[config.mk]
export PLATFORM = sky130hd
export DESIGN_NAME = ccc_chain_ctrl
export DESIGN_NICKNAME = d
export VERILOG_FILES = /design/src/hdl/ccc_pkg.sv /design/src/hdl/ccc_chain_ctrl.sv /design/src/hdl/ccc_entry_decode.sv /design/src/hdl/ccc_end_judge.sv
export SDC_FILE = /design/constraint.sdc
export NUM_CORES = 1
export LEC_CHECK = 0
export BUFFER_PORTS_ARGS = -buffer_cell sky130_fd_sc_hd__buf_2
export CAP_MARGIN = 20
export CORE_MARGIN = 2
export CORE_UTILIZATION = 45
export DETAILED_ROUTE_END_ITERATION = 8
export GPL_ROUTABILITY_DRIVEN = 0
export PLACE_DENSITY = 0.74
export SYNTH_ARGS = -nofsm -noshare
export SYNTH_HDL_FRONTEND = slang
export SYNTH_SLANG_ARGS = --single-unit
[constraint.sdc]
create_clock -name clk -period 9.2 [get_ports clk]
set_input_delay 0.92 -clock clk [delete_from_list [all_inputs] [get_ports clk]]
set_output_delay 0.92 -clock clk [all_outputs]
set_load 0.01 [all_outputs]
[src/hdl/ccc_pkg.sv]
/*
 Shared constants and types for the channel command chaining block.
 Assumes entry bit 0 is the most significant bit of the 64-bit word.
*/
package ccc_pkg;
	// entry geometry
	localparam int ENTRY_W = 64;
	localparam int ADDR_W = 24;
	localparam int CNT_W = 16;
	localparam int CMD_W = 8;
	localparam int RESV_W = 3;
	localparam int UNIT_W = 8;
	// field positions, counted from the most significant bit
	localparam int CMD_POS = 0;
	localparam int ADDR_POS = 8;
	localparam int DCF_POS = 32;
	localparam int CCF_POS = 33;
	localparam int LSF_POS = 34;
	localparam int SKIP_POS = 35;
	localparam int PROG_POS = 36;
	localparam int RESV_POS = 37;
	localparam int CNT_POS = 48;
	// address steps between entries
	localparam logic [ADDR_W-1:0] ENTRY_STEP = 24'h00_0008;
	localparam logic [ADDR_W-1:0] SKIP_STEP = 24'h00_0010;
	// low-order command patterns
	localparam logic [1:0] CMD_WRITE2 = 2'h1;
	localparam logic [1:0] CMD_READ2 = 2'h2;
	localparam logic [1:0] CMD_CTRL2 = 2'h3;
	localparam logic [3:0] CMD_SENSE4 = 4'h4;
	localparam logic [3:0] CMD_RDBK4 = 4'hc;
	localparam logic [3:0] CMD_TIC4 = 4'h8;

	typedef enum logic [2:0] {
		CCC_OUT_FWD, CCC_IN_FWD, CCC_IN_BWD, CCC_BRANCH, CCC_INVALID
	} ccc_class_e;

	// gray codes along idle, fetch, check, run
	typedef enum logic [2:0] {
		CCC_IDLE = 3'h0, CCC_FETCH = 3'h1, CCC_CHECK = 3'h3,
		CCC_RUN = 3'h2, CCC_DRAIN = 3'h6
	} ccc_state_e;

	typedef enum logic [1:0] {
		CCC_FIRST, CCC_DCHAIN, CCC_CCHAIN
	} ccc_ctx_e;

	typedef struct packed {
		logic dataChain;
		logic cmdChain;
		logic lenSup;
		logic skip;
		logic progress;
	} ccc_flags_s;

	typedef struct packed {
		logic [CMD_W-1:0] cmd;
		logic [ADDR_W-1:0] addr;
		ccc_flags_s flags;
		logic [CNT_W-1:0] count;
	} ccc_fields_s;

	// ending status offered by the I/O unit
	typedef struct packed {
		logic deviceEnd;
		logic statusMod;
		logic dataCheck;
		logic exceptional;
		logic lengthWrong;
		logic immediate;
	} ccc_unit_end_s;

	// completion status towards the processor side
	typedef struct packed {
		logic atStart;
		logic programCheck;
		logic lengthWrong;
		logic dataCheck;
		logic exceptional;
		logic deviceEnd;
		logic statusMod;
		logic progress;
	} ccc_done_s;
endpackage

[src/hdl/ccc_chain_ctrl.sv]
/*
 Channel command chaining controller: fetches entries, checks them,
 starts operations on the I/O unit and chains data and commands.
 Assumes storage answers each fetch request exactly once, and the
 I/O unit reports area exhaustion and operation end as pulses.
*/
`timescale 1ns/1ps
// Overview of operation
// - data chain flag fetches next area entry
// - command chain flag starts next command
// - length suppress hides incorrect length when not data chaining
// - both flags chain despite incorrect length when no interruption pending
// - immediate operations ignore incorrect length
// - skip flag blocks storing input data
// - progress flag requests interruption when enabled
// - low sixteen bits are byte count
// - nonzero reserved bits give program check
// - program check handled per chaining context
// - command class from low order bits
// - invalid code checked only when starting
// - check parity, ignore high command bits
// - full command byte goes to unit
// - nonexistent storage reference gives program check
// - zero count gives program check
// - prefetch errors reported only when used
// - entries ascend by doubleword, same unit
// - flags carried through branch entries
// - faults end chain and raise interruption
// - status modifier chains sixteen bytes higher
// - command code in top byte
// - data address in next three bytes
module ccc_chain_ctrl (
	input wire logic clk,
	input wire logic reset,
	input wire logic startIo,
	input wire logic [ccc_pkg::ADDR_W-1:0] startPtr,
	input wire logic [ccc_pkg::UNIT_W-1:0] startUnit,
	input wire logic channelEnabled,
	input wire logic intPending,
	output logic fetchReq,
	output logic [ccc_pkg::ADDR_W-1:0] fetchAddr,
	input wire logic entryValid,
	input wire logic [ccc_pkg::ENTRY_W-1:0] entryWord,
	input wire logic entryParity,
	input wire logic entryBad,
	output logic opStart,
	output logic opNewArea,
	output logic opTerminate,
	output logic [ccc_pkg::CMD_W-1:0] opCmd,
	output logic [ccc_pkg::UNIT_W-1:0] opUnit,
	output logic [ccc_pkg::ADDR_W-1:0] opAddr,
	output logic [ccc_pkg::CNT_W-1:0] opCount,
	output logic opSkip,
	output logic opBackward,
	output logic opOutput,
	input wire logic areaDone,
	input wire logic unitEnd,
	input wire ccc_pkg::ccc_unit_end_s unitEndSt,
	input wire logic dataBad,
	output logic progressReq,
	output logic doneValid,
	output ccc_pkg::ccc_done_s doneSt,
	output logic busy
);
	import ccc_pkg::*;

	// state and context
	ccc_state_e state_q, state_d;
	ccc_ctx_e ctx_q; // how the entry in hand was reached
	ccc_flags_s flags_q; // flags of the running entry
	logic [ADDR_W-1:0] curAddr_q; // address of the entry in hand
	logic [ENTRY_W-1:0] ent_q; // entry in hand
	logic entPar_q; // its command parity bit
	logic entBad_q; // its fetch hit missing storage
	logic entHave_q; // a prefetched entry waits in ent_q
	logic pfIssued_q; // one prefetch per entry
	logic ticLast_q; // previous entry was a branch
	logic pgmPend_q; // program check held for the ending
	logic progPend_q; // progress interruption not yet taken
	// output registers
	logic fetchReq_q, opStart_q, opNewArea_q, opTerminate_q;
	logic [ADDR_W-1:0] fetchAddr_q, opAddr_q;
	logic [CMD_W-1:0] opCmd_q;
	logic [UNIT_W-1:0] opUnit_q;
	logic [CNT_W-1:0] opCount_q;
	logic opSkip_q, opBackward_q, opOutput_q;
	logic progressReq_q, doneValid_q, busy_q;
	ccc_done_s doneSt_q;

	// decode of the entry in hand
	ccc_fields_s fields;
	ccc_class_e cls;
	logic resvBad, zeroCount, cmdBad;
	ccc_entry_decode uDecode (
		.entryWord(ent_q),
		.cmdParity(entPar_q),
		.fields(fields),
		.cls(cls),
		.resvBad(resvBad),
		.zeroCount(zeroCount),
		.cmdBad(cmdBad)
	);

	// ending judgement for the running operation
	logic lenReport, chainGo;
	logic [ADDR_W-1:0] nextAddr;
	ccc_end_judge uJudge (
		.flags(flags_q),
		.endSt(unitEndSt),
		.intPending(intPending),
		.curAddr(curAddr_q),
		.lenReport(lenReport),
		.chainGo(chainGo),
		.nextAddr(nextAddr)
	);

	// decoding of events
	logic inIdle, inCheck, inRun, inDrain, isTic, isInput, dcCtx;
	logic fetchDone, chkErr, goTic, goStart, goArea;
	logic failStart, failData, endNow, chainNow, finishNow;
	logic areaNow, pfWant, dataBadNow, useHeld, skipNew;
	logic [ADDR_W-1:0] seqAddr;
	ccc_done_s endDone, failDone;
	assign inIdle = state_q == CCC_IDLE;
	assign inCheck = state_q == CCC_CHECK;
	assign inRun = state_q == CCC_RUN;
	assign inDrain = state_q == CCC_DRAIN;
	assign isTic = cls == CCC_BRANCH;
	assign isInput = (cls == CCC_IN_FWD) | (cls == CCC_IN_BWD);
	assign dcCtx = ctx_q == CCC_DCHAIN;
	assign fetchDone = fetchReq_q & entryValid;
	assign seqAddr = curAddr_q + ENTRY_STEP;
	// code checks skipped for data chained entries
	assign chkErr = entBad_q | (isTic & ticLast_q) |
		(~isTic & (resvBad | zeroCount | (~dcCtx & cmdBad)));
	assign goTic = inCheck & isTic & ~chkErr;
	assign goStart = inCheck & ~isTic & ~dcCtx & ~chkErr;
	assign goArea = inCheck & ~isTic & dcCtx & ~chkErr;
	// program check placement
	assign failStart = inCheck & chkErr & ~dcCtx;
	assign failData = inCheck & chkErr & dcCtx;
	assign endNow = inRun & unitEnd;
	assign chainNow = endNow & chainGo;
	assign finishNow = endNow & ~chainGo;
	// a terminated operation asks for no further area
	assign areaNow = inRun & areaDone & flags_q.dataChain & ~pgmPend_q &
		~unitEnd;
	// prefetch only during output data chaining
	assign pfWant = inRun & opOutput_q & flags_q.dataChain & ~pfIssued_q &
		~fetchReq_q & ~unitEnd & ~areaNow;
	assign dataBadNow = inRun & dataBad & ~unitEnd;
	assign useHeld = entHave_q | fetchDone;
	// skip is meaningful only for input operations
	assign skipNew = fields.flags.skip & (goArea ? ~opOutput_q : isInput);
	assign endDone = '{atStart: 1'b0, programCheck: pgmPend_q,
		lengthWrong: lenReport, dataCheck: unitEndSt.dataCheck,
		exceptional: unitEndSt.exceptional,
		deviceEnd: unitEndSt.deviceEnd, statusMod: unitEndSt.statusMod,
		progress: progPend_q};
	// first entry stores at start, chained one interrupts
	assign failDone = '{atStart: ctx_q == CCC_FIRST, programCheck: 1'b1,
		lengthWrong: 1'b0, dataCheck: 1'b0, exceptional: 1'b0,
		deviceEnd: 1'b0, statusMod: 1'b0, progress: progPend_q};

	// next state
	always_comb begin
		state_d = state_q;
		unique case (state_q)
			CCC_IDLE: begin
				if (startIo) state_d = CCC_FETCH;
			end
			CCC_FETCH: begin
				if (entryValid) state_d = CCC_CHECK;
			end
			CCC_CHECK: begin
				// branch refetches, failed start ends at once
				if (goTic) state_d = CCC_FETCH;
				else if (failStart) state_d = CCC_IDLE;
				else state_d = CCC_RUN;
			end
			CCC_RUN: begin
				if (chainNow) state_d = CCC_FETCH;
				else if (finishNow) begin
					// an unanswered prefetch must be swallowed
					state_d = (fetchReq_q & ~entryValid) ? CCC_DRAIN : CCC_IDLE;
				end else if (areaNow) begin
					state_d = useHeld ? CCC_CHECK : CCC_FETCH;
				end
			end
			CCC_DRAIN: begin
				if (entryValid) state_d = CCC_IDLE;
			end
			default: state_d = CCC_IDLE;
		endcase
	end

	// state register
	always_ff @(posedge clk or posedge reset) begin
		if (reset) state_q <= CCC_IDLE;
		else state_q <= state_d;
	end

	// chaining context
	always_ff @(posedge clk or posedge reset) begin
		if (reset) ctx_q <= CCC_FIRST;
		else if (inIdle & startIo) ctx_q <= CCC_FIRST;
		else if (chainNow) ctx_q <= CCC_CCHAIN;
		else if (areaNow) ctx_q <= CCC_DCHAIN;
	end

	// storage request, held until answered
	always_ff @(posedge clk or posedge reset) begin
		if (reset) fetchReq_q <= 1'b0;
		else if (fetchDone) fetchReq_q <= 1'b0;
		else if ((inIdle & startIo) | goTic | chainNow | pfWant) begin
			fetchReq_q <= 1'b1;
		end else if (areaNow & ~useHeld) fetchReq_q <= 1'b1;
	end

	// request address
	always_ff @(posedge clk or posedge reset) begin
		if (reset) fetchAddr_q <= '0;
		else if (inIdle & startIo) fetchAddr_q <= startPtr;
		else if (goTic) fetchAddr_q <= fields.addr;
		else if (chainNow) fetchAddr_q <= nextAddr;
		else if (pfWant | (areaNow & ~fetchReq_q)) fetchAddr_q <= seqAddr;
	end

	// entry capture; answers during drain are thrown away
	always_ff @(posedge clk or posedge reset) begin
		if (reset) begin
			ent_q <= '0;
			entPar_q <= 1'b0;
			entBad_q <= 1'b0;
			curAddr_q <= '0;
		end else if (fetchDone & ~inDrain) begin
			ent_q <= entryWord;
			entPar_q <= entryParity;
			entBad_q <= entryBad;
			curAddr_q <= fetchAddr_q;
		end
	end

	// held prefetch; its faults wait in ent_q until used
	always_ff @(posedge clk or posedge reset) begin
		if (reset) entHave_q <= 1'b0;
		else if (inCheck | inIdle) entHave_q <= 1'b0;
		else if (fetchDone & inRun) entHave_q <= 1'b1;
	end

	// one prefetch per running entry
	always_ff @(posedge clk or posedge reset) begin
		if (reset) pfIssued_q <= 1'b0;
		else if (pfWant) pfIssued_q <= 1'b1;
		else if (goStart | goArea | inIdle) pfIssued_q <= 1'b0;
	end

	// running flags; a branch keeps the previous ones
	always_ff @(posedge clk or posedge reset) begin
		if (reset) flags_q <= '0;
		else if (inIdle) flags_q <= '0;
		else if (goStart | goArea) flags_q <= fields.flags;
	end

	// two branches in a row are refused
	always_ff @(posedge clk or posedge reset) begin
		if (reset) ticLast_q <= 1'b0;
		else if (goTic) ticLast_q <= 1'b1;
		else if (inCheck | inIdle) ticLast_q <= 1'b0;
	end

	// program check found mid operation, reported at the end
	always_ff @(posedge clk or posedge reset) begin
		if (reset) pgmPend_q <= 1'b0;
		else if (failData | dataBadNow) pgmPend_q <= 1'b1;
		else if (inIdle) pgmPend_q <= 1'b0;
	end

	// progress interruption, not stacked; a new flag wins over clear
	always_ff @(posedge clk or posedge reset) begin
		if (reset) progPend_q <= 1'b0;
		else if ((goStart | goArea) & fields.flags.progress) begin
			progPend_q <= 1'b1;
		end else if (progressReq_q | finishNow | failStart) begin
			progPend_q <= 1'b0;
		end
	end

	// progress request once the channel is enabled, no interruption is pending and an operation runs
	always_ff @(posedge clk or posedge reset) begin
		if (reset) progressReq_q <= 1'b0;
		else progressReq_q <= progPend_q & channelEnabled & ~intPending &
			~progressReq_q & inRun;
	end

	// operation strobes towards the I/O unit
	always_ff @(posedge clk or posedge reset) begin
		if (reset) begin
			opStart_q <= 1'b0;
			opNewArea_q <= 1'b0;
			opTerminate_q <= 1'b0;
		end else begin
			opStart_q <= goStart;
			opNewArea_q <= goArea;
			// the unit is told to stop
			opTerminate_q <= failData | dataBadNow;
		end
	end

	// unit named at start serves the whole chain
	always_ff @(posedge clk or posedge reset) begin
		if (reset) opUnit_q <= '0;
		else if (inIdle & startIo) opUnit_q <= startUnit;
	end

	// command byte and direction, loaded only when a command starts
	always_ff @(posedge clk or posedge reset) begin
		if (reset) begin
			opCmd_q <= '0;
			opBackward_q <= 1'b0;
			opOutput_q <= 1'b0;
		end else if (goStart) begin
			opCmd_q <= fields.cmd;
			opBackward_q <= cls == CCC_IN_BWD;
			opOutput_q <= cls == CCC_OUT_FWD;
		end
	end

	// storage area and skip, renewed by data chaining
	always_ff @(posedge clk or posedge reset) begin
		if (reset) begin
			opAddr_q <= '0;
			opCount_q <= '0;
			opSkip_q <= 1'b0;
		end else if (goStart | goArea) begin
			opAddr_q <= fields.addr;
			opCount_q <= fields.count;
			opSkip_q <= skipNew;
		end
	end

	// completion status, one pulse per ended chain
	always_ff @(posedge clk or posedge reset) begin
		if (reset) begin
			doneValid_q <= 1'b0;
			doneSt_q <= '0;
		end else begin
			doneValid_q <= failStart | finishNow;
			if (failStart) doneSt_q <= failDone;
			else if (finishNow) doneSt_q <= endDone;
		end
	end

	// busy while any part of a chain is alive
	always_ff @(posedge clk or posedge reset) begin
		if (reset) busy_q <= 1'b0;
		else busy_q <= state_d != CCC_IDLE;
	end

	// ports straight from registers
	assign fetchReq = fetchReq_q;
	assign fetchAddr = fetchAddr_q;
	assign opStart = opStart_q;
	assign opNewArea = opNewArea_q;
	assign opTerminate = opTerminate_q;
	assign opCmd = opCmd_q;
	assign opUnit = opUnit_q;
	assign opAddr = opAddr_q;
	assign opCount = opCount_q;
	assign opSkip = opSkip_q;
	assign opBackward = opBackward_q;
	assign opOutput = opOutput_q;
	assign progressReq = progressReq_q;
	assign doneValid = doneValid_q;
	assign doneSt = doneSt_q;
	assign busy = busy_q;
endmodule

[src/hdl/ccc_entry_decode.sv]
/*
 Field extraction and command classification of one fetched entry.
 Purely combinational; the caller holds the entry in a register.
*/
`timescale 1ns/1ps
module ccc_entry_decode (
	input wire logic [ccc_pkg::ENTRY_W-1:0] entryWord,
	input wire logic cmdParity,
	output ccc_pkg::ccc_fields_s fields,
	output ccc_pkg::ccc_class_e cls,
	output logic resvBad,
	output logic zeroCount,
	output logic cmdBad
);
	import ccc_pkg::*;
	localparam int TOP = ENTRY_W - 1;
	logic [1:0] low2; // class bits
	logic [3:0] low4; // class bits when low2 is zero
	logic [RESV_W-1:0] resv; // must be zero
	// field slicing
	assign fields.cmd = entryWord[TOP-CMD_POS -: CMD_W];
	assign fields.addr = entryWord[TOP-ADDR_POS -: ADDR_W];
	assign fields.flags.dataChain = entryWord[TOP-DCF_POS];
	assign fields.flags.cmdChain = entryWord[TOP-CCF_POS];
	assign fields.flags.lenSup = entryWord[TOP-LSF_POS];
	assign fields.flags.skip = entryWord[TOP-SKIP_POS];
	assign fields.flags.progress = entryWord[TOP-PROG_POS];
	assign fields.count = entryWord[TOP-CNT_POS -: CNT_W];
	assign resv = entryWord[TOP-RESV_POS -: RESV_W];
	// high-order bits play no part in the class
	assign low2 = fields.cmd[1:0];
	assign low4 = fields.cmd[3:0];
	// classification
	assign cls = (low2 == CMD_WRITE2 || low2 == CMD_CTRL2) ? CCC_OUT_FWD :
		(low2 == CMD_READ2) ? CCC_IN_FWD :
		(low4 == CMD_SENSE4) ? CCC_IN_FWD :
		(low4 == CMD_RDBK4) ? CCC_IN_BWD :
		(low4 == CMD_TIC4) ? CCC_BRANCH : CCC_INVALID;
	// odd parity over the byte
	assign cmdBad = ~(^{fields.cmd, cmdParity}) | (cls == CCC_INVALID);
	// branch entries are exempt from these checks
	assign resvBad = (|resv) & (cls != CCC_BRANCH);
	assign zeroCount = (fields.count == '0) & (cls != CCC_BRANCH);
endmodule

[src/hdl/ccc_end_judge.sv]
/*
 Decides at the end of an operation whether to chain and where to.
 Combinational; flags belong to the entry that ran the operation.
*/
`timescale 1ns/1ps
module ccc_end_judge (
	input wire ccc_pkg::ccc_flags_s flags,
	input wire ccc_pkg::ccc_unit_end_s endSt,
	input wire logic intPending,
	input wire logic [ccc_pkg::ADDR_W-1:0] curAddr,
	output logic lenReport,
	output logic chainGo,
	output logic [ccc_pkg::ADDR_W-1:0] nextAddr
);
	import ccc_pkg::*;
	logic lenSeen; // length fault that counts at all
	logic lenBlock; // length fault that stops chaining
	// immediate operations never show length faults
	assign lenSeen = endSt.lengthWrong & ~endSt.immediate;
	// suppression only when data chaining is off
	assign lenReport = lenSeen & ~(flags.lenSup & ~flags.dataChain);
	// both flags and a quiet channel let chaining proceed
	assign lenBlock = lenSeen & ~(flags.cmdChain & flags.lenSup & ~intPending);
	// data chain flag overrides command chain flag
	assign chainGo = flags.cmdChain & ~flags.dataChain & endSt.deviceEnd &
		~endSt.dataCheck & ~endSt.exceptional & ~lenBlock;
	// status modifier skips one entry
	assign nextAddr = curAddr +
		((endSt.statusMod & endSt.deviceEnd) ? SKIP_STEP : ENTRY_STEP);
endmodule

# Word level (Yosys, flattened, before mapping)

Cells that the tools add are included.

Bits in registers: 201
Output and inout port bits: 98
Bits of input ports: 113

Bitwise operators: 96
Mux-type cells: 42
Eq/ne operators: 16
Reduce and logical (&&, ||, !) cells: 18
Add/subtract/negate cells: 2

Operators by type and width:

| kind                                           | count |
|---|---|
| two-way mux 24 bit                             | 4 |
| bitwise AND 1 bit                              | 55 |
| two-way mux 3 bit                              | 12 |
| adder 24 bit                                   | 1 |
| adder 24 x 4 -> 24 bit (second input constant) | 1 |
| NOT 1 bit                                      | 23 |
| OR 1 bit                                       | 18 |
| logical NOT 16 bit                             | 1 |
| two-way mux 8 bit                              | 2 |
| two-way mux 5 bit                              | 3 |
| case mux 3 bit (5 select lines)                | 1 |
| two-way mux 1 bit                              | 14 |
| nonzero test 2 bit                             | 7 |
| == test 3 x 2 -> 1 bit (second input constant) | 4 |
| two-way mux 2 bit                              | 6 |
| nonzero test 3 bit                             | 3 |
| parity 9 bit                                   | 1 |
| == test 4 bit (second input constant)          | 2 |
| == test 3 x 1 -> 1 bit (second input constant) | 2 |
| == test 3 bit (second input constant)          | 2 |
| logical NOT 3 bit                              | 2 |
| == test 2 x 1 -> 1 bit (second input constant) | 2 |
| == test 2 bit (second input constant)          | 2 |
| == test 4 x 3 -> 1 bit (second input constant) | 1 |
| other kinds (5)                                | 5 |

# Longest topological paths before layout

Gate-level depths: netlist of the first run.

Depth in word-level cells: 19
Gate-level depth with buffers: 14

# By module

Synthesis of the first run repeated with hierarchy kept, for this count alone.

Cell total of the unflattened synthesis: 893
Area, all modules: 9828.2 sq um

By module, submodules not included:

| module           | cells each | seq. area each (sq um) | area an instance (sq um) | times used |
|---|---|---|---|---|
| ccc_chain_ctrl   | 748        | 5079.9                 | 8755.9                   | 1 |
| ccc_entry_decode | 74         | 0.0                    | 565.5                    | 1 |
| ccc_end_judge    | 71         | 0.0                    | 506.7                    | 1 |

# Worst setup path before layout of the first run

OpenSTA, ideal clock, no wires.

Path type: input to register
From: in unitEnd
To: reg fetchAddr_q[17], in the netlist fetchAddr[17]
Path buffers: 1
Arrival: 3.480 ns
Setup time: 0.082 ns
Cell stages on the path: 11
Slack: 5.638 ns
Cells stage by stage: nor4bb_1 o2111a_1 nand3_1 fa_1 and3b_1 clkbuf_1 nand4_1 or3_1 nand3_1 o211ai_1 a31oi_1

Longest elaborated chain between the ends: 6
Elaborated cells between the ends (all ways): 13
Those cells by class: mux: 3; bitwise: 9; reduce/logical: 1

Ends and longest elaborated chain:

| item                         | line                                         | RTL |
|---|---|---|
| start: declaration           | ccc_chain_ctrl.sv:57                         | `input wire logic unitEnd,` |
| NOT 1 bit                    | ccc_chain_ctrl.sv:147, ccc_chain_ctrl.sv:150 |  |
| bitwise AND 1 bit            | ccc_chain_ctrl.sv:146                        | `assign areaNow = inRun & areaDone & flags_q.dataChain & ~pgmPend_q &` |
| NOT 1 bit                    | ccc_chain_ctrl.sv:150                        | `~fetchReq_q & ~unitEnd & ~areaNow;` |
| bitwise AND 1 bit            | ccc_chain_ctrl.sv:150                        |  |
| OR 1 bit                     | ccc_chain_ctrl.sv:226                        | `else if (pfWant \| (areaNow & ~fetchReq_q)) fetchAddr_q <= seqAddr;` |
| nonzero test 4 bit (no line) | --                                           |  |
| end signal: assignment       | ccc_chain_ctrl.sv:224                        | `else if (goTic) fetchAddr_q <= fields.addr;` |
| end signal: assignment       | ccc_chain_ctrl.sv:225                        | `else if (chainNow) fetchAddr_q <= nextAddr;` |
| end signal: assignment       | ccc_chain_ctrl.sv:226                        |  |
| end: declaration             | ccc_chain_ctrl.sv:82                         | `logic [ADDR_W-1:0] fetchAddr_q, opAddr_q;` |

Several ways; a longest one is shown, not always the timed one.
A chain may end at the register's enable or synchronous reset.

# Worst setup path in the final report of the first run

From: reg state_q[2]
To: reg fetchAddr_q[17], in the netlist fetchAddr[17]

Longest elaborated chain between the ends: 9
Elaborated cells between the ends (all ways): 25
Those cells by class: eq/ne: 2; mux: 3; bitwise: 18; reduce/logical: 2

Ends and longest elaborated chain:

| item                                                  | line                                         | RTL |
|---|---|---|
| start: declaration                                    | ccc_chain_ctrl.sv:68                         | `ccc_state_e state_q, state_d;` |
| start signal: assignment                              | ccc_chain_ctrl.sv:200                        | `else state_q <= state_d;` |
| == test 3 x 2 -> 1 bit                                | ccc_chain_ctrl.sv:126                        | `assign inRun = state_q == CCC_RUN;` |
| bitwise AND 1 bit (on tied branches) (4 in series)    | ccc_chain_ctrl.sv:149, ccc_chain_ctrl.sv:146 |  |
| bitwise AND 1 bit / NOT 1 bit (equally long branches) | ccc_chain_ctrl.sv:150                        |  |
| bitwise AND 1 bit                                     | ccc_chain_ctrl.sv:150                        |  |
| OR 1 bit                                              | ccc_chain_ctrl.sv:226                        |  |
| nonzero test 4 bit (no line)                          | --                                           |  |

Several ways; a longest one is shown, not always the timed one.

==> impl_results.md, run 1 <==
- Outcome: finished clean
- Post-synthesis sequential area ratio: 57.0%
- Worst endpoint data arrival time: 4320 ps
- Starting DRT DRC Count: 275
- Vertical extent of the die: 141 microns
- Time the worst path needs with I/O delays and setup: 3960 ps
- Standard cell core area: 18600 sq um
- Number of nets in the layout: 1009
- Antenna cells: 0
- Largest voltage drop on the vdd net: 0.140 mV
- Post-synthesis area per instance: 12.1 sq um
- Post-CTS clock slew at the launch and capture registers of the worst setup and hold paths: 70 ps
- Slew Limit Headroom: 28.2%
- EDFF count, synth: 0
- Count of nets left with antenna violations after detail routing: 0
- Total length of routed wires: 19900 microns
- Layout fillers: 1606
- Number of global-route vias before repair: 6163
- Width of the die: 141 microns
- Max FO, Critical Path: 14
- Via-per-instance ratio: 5.37
- Post-synthesis compound-gate area fraction: 7.64%
- Post-synth top area share: 57.0%
- Commonest non-fill, non-tap cells in the layout: 202 x sky130_fd_sc_hd__buf_2, 193 x sky130_fd_sc_hd__dfrtp_1, 132 x sky130_fd_sc_hd__mux2_2
- Number of max-cap violations: 0
- Area of the mapped netlist: 8470 sq um
- Part of the power in registers: 43.6%
- Hold_buf cts: 0
- Transition time at the pin with the least slew margin: 1080 ps
- Cell internal power dissipation: 2.12 mW
- Crit path launch: state_q[2]$_DFF_PP0_
- Cell types with the largest area share after synthesis: sky130_fd_sc_hd__dfrtp_1 57%, sky130_fd_sc_hd__mux2_2 18%, sky130_fd_sc_hd__nand2_1 4.0%, sky130_fd_sc_hd__xnor2_1 1.8%, sky130_fd_sc_hd__nor2_1 1.6%
- Fmax: 252 MHz
- Final Max Slew Viols: 0
- Portion of total power attributed to combinational logic: 35.6%
- Final clock period utilization by the worst path: 43.1%
- Startpoint class of the critical path: flip-flop
- Type of the most critical hold path: reg -> reg
- Mux share of post-synthesis cell area: 18.1%
- DRC: 0
- Largest family of logic cells by synthesized area: multiplexers
- Cell taking the most area after synthesis: sky130_fd_sc_hd__dfrtp_1
- Post-Place Worst Slack: 4890 ps
- Number of vias in the routed layout: 6119
- Hold slack: 472 ps
- Inserted Clock Buffers: 17
- Global-route wire length before repair: 32000 microns
- Switching fraction of total power: 35.9%
- PD cells: 324 nW/um^2
- Number of synthesized register bits: 193
- Number of cells produced by synthesis: 700
- Total congestion overflow: 0
- Min setup slack post-route: 5240 ps
- Number of hold-slack violations in the final timing report: 0
- Share of final-layout standard cells stronger than drive strength 1: 42.3%
- Row cnt: 50
- Area growth, synth to finish: 20.5%
- Source-to-sink clock delay at the later pin of the worst-skew pair: 430 ps
- Count of buffers added by post-CTS timing repair for setup: 0
- Initial antenna violation count: 3
- Maximum number of pins on one net before global-route repair: 129
- Number of top-level design ports: 211
- Required time of the worst setup path: 9550 ps
- Number of iterations in the first detailed-routing pass: 5
- Nature of the critical path endpoint: flip-flop
- Root cell of the clock tree: sky130_fd_sc_hd__clkbuf_16
- DP Wirelength: 13500 microns
- Worst-case clock skew: 9.80 ps
- Clock share of power: 20.8%
- Number of cells upsized or downsized after cts: 0
- Nets in the synthesized netlist: 816
- CTS HTree Levels: 4
- Static leakage: 4.87 nW
- Starting Density: 45.6%
- Most common cell after layout, fill and taps aside: sky130_fd_sc_hd__buf_2
- Port Buffers: 202
- Total power draw: 3.31 mW
- Worst-case clock buffer depth: 2
- Setup repair after global routing missed its margin: no
- Final setup violation count: 0
- TNS Setup: 0 ps
- FF-to-FF Start: state_q[2]$_DFF_PP0_
- Routed len/inst: 17.5 microns
- Clock Sink Count: 193
- Async S/R FF share, synth: 100%
- Number of distinct library cells after synthesis: 56
- Yosys warning count: 0
- Net Sw Power: 1.19 mW
- XOR/XNOR share of the synthesized area: 2.76%
- Flip-flop cell with the highest count after synthesis: sky130_fd_sc_hd__dfrtp_1
- Startpoint of the worst hold path: opUnit[2]$_DFFE_PP0P_
- Area share of fa/ha/maj cells after synthesis: 0.532%
- Full die area: 19900 sq um
- Overall track demand over capacity in global routing: 20.3%
- Simple-gate area share of the yosys netlist: 11.2%
- Path type of the worst setup path: reg -> reg
- TritonCTS clock tree: yes
==> final timing paths <==
path,cells after the start,to,slack [ps]
max in group asynchronous,3,opCount[4]$_DFFE_PP0P_,7130
min in group asynchronous,2,ent_q[61]$_DFFE_PP0P_,670
setup / recovery,10,fetchAddr[17]$_DFFE_PP0P_,5240
hold / removal,2,opUnit[2]$_DFFE_PP0P_,470
hold reg to reg,2,opUnit[2]$_DFFE_PP0P_,470
setup reg to reg,10,fetchAddr[17]$_DFFE_PP0P_,5240
==> per-stage QoR <==
step	area, sq um	std cells	util (%)
2_1_floorplan	8470	700	-
4_1_cts	10200	1140	54.9
5_1_grt	10200	1140	54.9
6_report	10200	1140	54.9
3_3_place_gp	9670	1108	52.0
3_5_place_dp	9670	1108	52.0
==> synth_stat cells, types with 2 or more instances <==
master	count
sky130_fd_sc_hd__o2bb2ai_1	3
sky130_fd_sc_hd__nor4_1	5
sky130_fd_sc_hd__a2bb2oi_1	2
sky130_fd_sc_hd__o22ai_1	2
sky130_fd_sc_hd__dfrtp_1	193
sky130_fd_sc_hd__and3_1	4
sky130_fd_sc_hd__buf_6	4
sky130_fd_sc_hd__and4_1	3
sky130_fd_sc_hd__a211o_1	3
sky130_fd_sc_hd__nor3_1	13
sky130_fd_sc_hd__clkbuf_1	18
sky130_fd_sc_hd__nand3_1	12
sky130_fd_sc_hd__nor2b_1	4
sky130_fd_sc_hd__a21o_1	3
sky130_fd_sc_hd__nor4b_1	3
sky130_fd_sc_hd__nand2b_1	3
sky130_fd_sc_hd__o211ai_1	10
sky130_fd_sc_hd__inv_1	12
sky130_fd_sc_hd__nand2_1	90
sky130_fd_sc_hd__nor4b_4	2
sky130_fd_sc_hd__o21ai_0	25
sky130_fd_sc_hd__o22a_1	7
sky130_fd_sc_hd__or3_1	5
sky130_fd_sc_hd__nand3b_1	4
sky130_fd_sc_hd__xnor2_1	17
sky130_fd_sc_hd__a31oi_1	14
sky130_fd_sc_hd__buf_2	8
sky130_fd_sc_hd__mux2i_1	3
sky130_fd_sc_hd__and2_1	2
sky130_fd_sc_hd__a21oi_1	19
sky130_fd_sc_hd__nand4_1	7
sky130_fd_sc_hd__xor2_1	7
sky130_fd_sc_hd__mux2_2	132
sky130_fd_sc_hd__nor2_1	35
sky130_fd_sc_hd__ha_1	2
sky130_fd_sc_hd__buf_4	4
==> sequential cells by signal, indices dropped and copies added, names as in the netlist, 2 cells and up <==
register	cells
ctx_q	2
curAddr_q	24
doneSt	8
ent_q	56
fetchAddr	24
flags_q	3
opAddr	24
opCmd	8
opCount	16
opUnit	8
state_q	3
==> cell families after synthesis <==
logic type / Yosys count
AO/OA/AOI/OAI: 99
AND/OR/NAND/NOR: 197
XOR/XNOR: 25
flip-flops: 193
buffers and inverters: 47
adder cells (fa/ha/maj): 3
multiplexers: 136
==> power groups by stage <==
stage / registers, mW / logic [mW] / clock network (mW)
finish: 1.44 / 1.18 / 0.689
global route: 1.50 / 1.30 / 0.740
CTS: 1.45 / 1.19 / 0.703
detailed placement: 1.46 / 1.18 / 0
global placement: 1.44 / 1.15 / 0
floorplan: 1.45 / 0.803 / 0
==> cell type report <==
class	count	area [sq um]	area share, %
flip-flops and latches	193	4830	47.3
multi-input cells	460	3430	33.6
repair buffers	209	1060	10.4
clock buffers	18	429	4.21
well taps	234	293	2.87
clock inverters	14	105	1.03
inverters	12	52.6	0.515
==> critical path: stages, from the launching register on <==
cell	delay, ps
sky130_fd_sc_hd__dfrtp_1	550
sky130_fd_sc_hd__nor4bb_1	620
sky130_fd_sc_hd__o2111a_1	390
sky130_fd_sc_hd__nand3_1	270
sky130_fd_sc_hd__fa_1	520
sky130_fd_sc_hd__and3b_1	370
sky130_fd_sc_hd__nand4_1	320
sky130_fd_sc_hd__or3_1	440
sky130_fd_sc_hd__nand3_1	100
sky130_fd_sc_hd__o211ai_1	100
sky130_fd_sc_hd__a31oi_1	200
==> routing by layer <==
metal / track usage (%) / up-vias / routed length (microns)
li1: - / 2864 / -
met1: 26.7 / 3046 / 8790
met2: 32.7 / 179 / 9430
met3: 5.57 / 24 / 1330
met4: 6.58 / 6 / 320
met5: 0 / - / 34
(Power assumes the default switching activity.)
==> run 2, diff against run 1 <==
==> constraint.sdc (replaced) <==
create_clock -name clk -period 3.95 [get_ports clk]
set_input_delay 0.395 -clock clk [delete_from_list [all_inputs] [get_ports clk]]
set_output_delay 0.395 -clock clk [all_outputs]
set_load 0.01 [all_outputs]
==> run 2 against run 1 <==
- first-iteration DRC count decreased by 6.5%
- clock power rose by 130%
- critical endpoint unchanged
- sequential power increased by 130%
- largest cell class unchanged
- maximum frequency is 8.8% higher
- clock skew shrank 1.1 ps
- utilization rose by 0.36 points
- highest routed layer unchanged
- routed wire length up 0.27%
- combinational power is 130% higher
- register-to-register slack worse by 4900 ps
- critical path type unchanged
- via count up 0.23%
==> impl_results.md, run 2 (synthesis results as in run 1) <==
- Most common cell after layout, fill and taps aside: sky130_fd_sc_hd__buf_2
- Area growth, synth to finish: 21.3%
- Port Buffers: 202
- Startpoint of the worst hold path: startUnit[5]
- Endpoint of the lowest-slack register-to-register path: fetchAddr[17]$_DFFE_PP0P_
- Max reg flops: 56
- Maximum number of pins on one net before global-route repair: 194
- Number of vias in the routed layout: 6133
- Starting Density: 45.6%
- Final setup violation count: 0
- Outcome: finished clean
- Number of top-level design ports: 211
- DRC: 0
- Post-Place Worst Slack: 376 ps
- Count of nets left with antenna violations after detail routing: 0
- Startpoint class of the critical path: flip-flop
- Worst-case clock buffer depth: 2
- Overall track demand over capacity in global routing: 20.4%
- FF-to-FF path depth: 11
- Min setup slack post-route: 307 ps
- Global-route wire length before repair: 31900 microns
- Non-filler cells, final: 1142
- Number of max-cap violations: 0
- Total length of routed wires: 19900 microns
- Total power draw: 7.75 mW
- Number of hold-slack violations in the final timing report: 0
- Full die area: 19900 sq um
- TNS Setup: 0 ps
- Final Cell Area: 10300 sq um
- Worst endpoint data arrival time: 3990 ps
- Initial antenna violation count: 2
- Number of global-route vias before repair: 6256
- Routed len/inst: 17.5 microns
- Register-to-register setup slack: 310 ps
- Starting DRT DRC Count: 257
- Share of the core filled with cells in the final layout: 55.3%
- Time the worst path needs with I/O delays and setup: 3640 ps
- PD cells: 754 nW/um^2
- Standard cell core area: 18600 sq um
- Final Max Slew Viols: 0
- Transition time at the pin with the least slew margin: 1040 ps
- FF-to-FF Start: state_q[1]$_DFF_PP0_
- Commonest non-fill, non-tap cells in the layout: 202 x sky130_fd_sc_hd__buf_2, 193 x sky130_fd_sc_hd__dfrtp_1, 132 x sky130_fd_sc_hd__mux2_2
- Source-to-sink clock delay at the later pin of the worst-skew pair: 420 ps
- Number of cells upsized or downsized after cts: 0
- DP Wirelength: 13300 microns
- Inserted Clock Buffers: 17
- Row cnt: 50
- Number of nets in the layout: 1012
- Post-detailed-placement cell area: 9730 sq um
- Clock Sink Count: 193
- Worst-case clock skew: 8.73 ps
- Root cell of the clock tree: sky130_fd_sc_hd__clkbuf_16
- Reg with most FFs: ent_q
- Antenna cells: 0
- Width of the die: 141 microns
- Hold_buf cts: 0
- Hold slack: 164 ps
- Slew Limit Headroom: 30.4%
- Type of the most critical hold path: in -> reg
- Nature of the critical path endpoint: flip-flop
- Hold path endpoint: opUnit[5]$_DFFE_PP0P_
- CTS HTree Levels: 4
- Share of final-layout standard cells stronger than drive strength 1: 42.3%
- Required time of the worst setup path: 4290 ps
- Path type of the worst setup path: reg -> reg
- Fmax: 274 MHz
- Setup repair after global routing missed its margin: no
- Max FO, Critical Path: 9
- Number of iterations in the first detailed-routing pass: 4
- Number of stages on the worst hold path: 3
- Count of buffers added by post-CTS timing repair for setup: 0
- Placed insts: 1111
- Total congestion overflow: 0
- Largest voltage drop on the vdd net: 0.344 mV
- Static leakage: 4.91 nW
- Post-CTS clock slew at the launch and capture registers of the worst setup and hold paths: 70 ps
- TritonCTS clock tree: yes
- Vertical extent of the die: 141 microns
- Final clock period utilization by the worst path: 92.2%
- Via-per-instance ratio: 5.37
[run 2: cell type report]
cell class / count / area (sq um)
Clock buffer: 23 / 488
Clock inverter: 8 / 56.3
Multi-Input combinational cell: 460 / 3430
Fill cell: 1597 / 8310
Sequential cell: 193 / 4830
Inverter: 12 / 48.8
Tap cell: 234 / 293
Timing Repair Buffer: 212 / 1120
[run 2: worst max-delay path: stages, from the launching register on]
cell and delay [ps]:
sky130_fd_sc_hd__dfrtp_1 520, sky130_fd_sc_hd__nor4bb_1 420, sky130_fd_sc_hd__buf_4 190, sky130_fd_sc_hd__o2111a_1 300, sky130_fd_sc_hd__nand3_1 270, sky130_fd_sc_hd__fa_1 500, sky130_fd_sc_hd__and3b_1 310, sky130_fd_sc_hd__nand4_1 280
sky130_fd_sc_hd__or3_1 430, sky130_fd_sc_hd__nand3_1 90, sky130_fd_sc_hd__o211ai_1 90, sky130_fd_sc_hd__a31oi_1 180
[run 2: how the worst max path moves through the flow]
stage                         start  slack, ps  cells past startpoint                         to
3_3_place_gp   state_q[1]$_DFF_PP0_        510                     11  fetchAddr[17]$_DFFE_PP0P_
4_1_cts        state_q[1]$_DFF_PP0_        330                     11  fetchAddr[17]$_DFFE_PP0P_
3_5_place_dp   state_q[1]$_DFF_PP0_        380                     11  fetchAddr[17]$_DFFE_PP0P_
5_1_grt        state_q[1]$_DFF_PP0_         90                     11  fetchAddr[23]$_DFFE_PP0P_
2_1_floorplan  state_q[1]$_DFF_PP0_        770                     12  fetchAddr[17]$_DFFE_PP0P_
6_report       state_q[1]$_DFF_PP0_        310                     11  fetchAddr[17]$_DFFE_PP0P_
[run 2: power breakdown]
part	switching, mW	total (mW)	internal, mW
combinational	1.38	2.77	1.39
clock	0.732	1.60	0.870
sequential	0.619	3.37	2.75
[run 2: layer usage]
metal	routed length, microns	GRT usage [%]
met5	13	0
met4	235	5.74
met3	1250	6.42
met2	9550	33.1
met1	8890	26.4
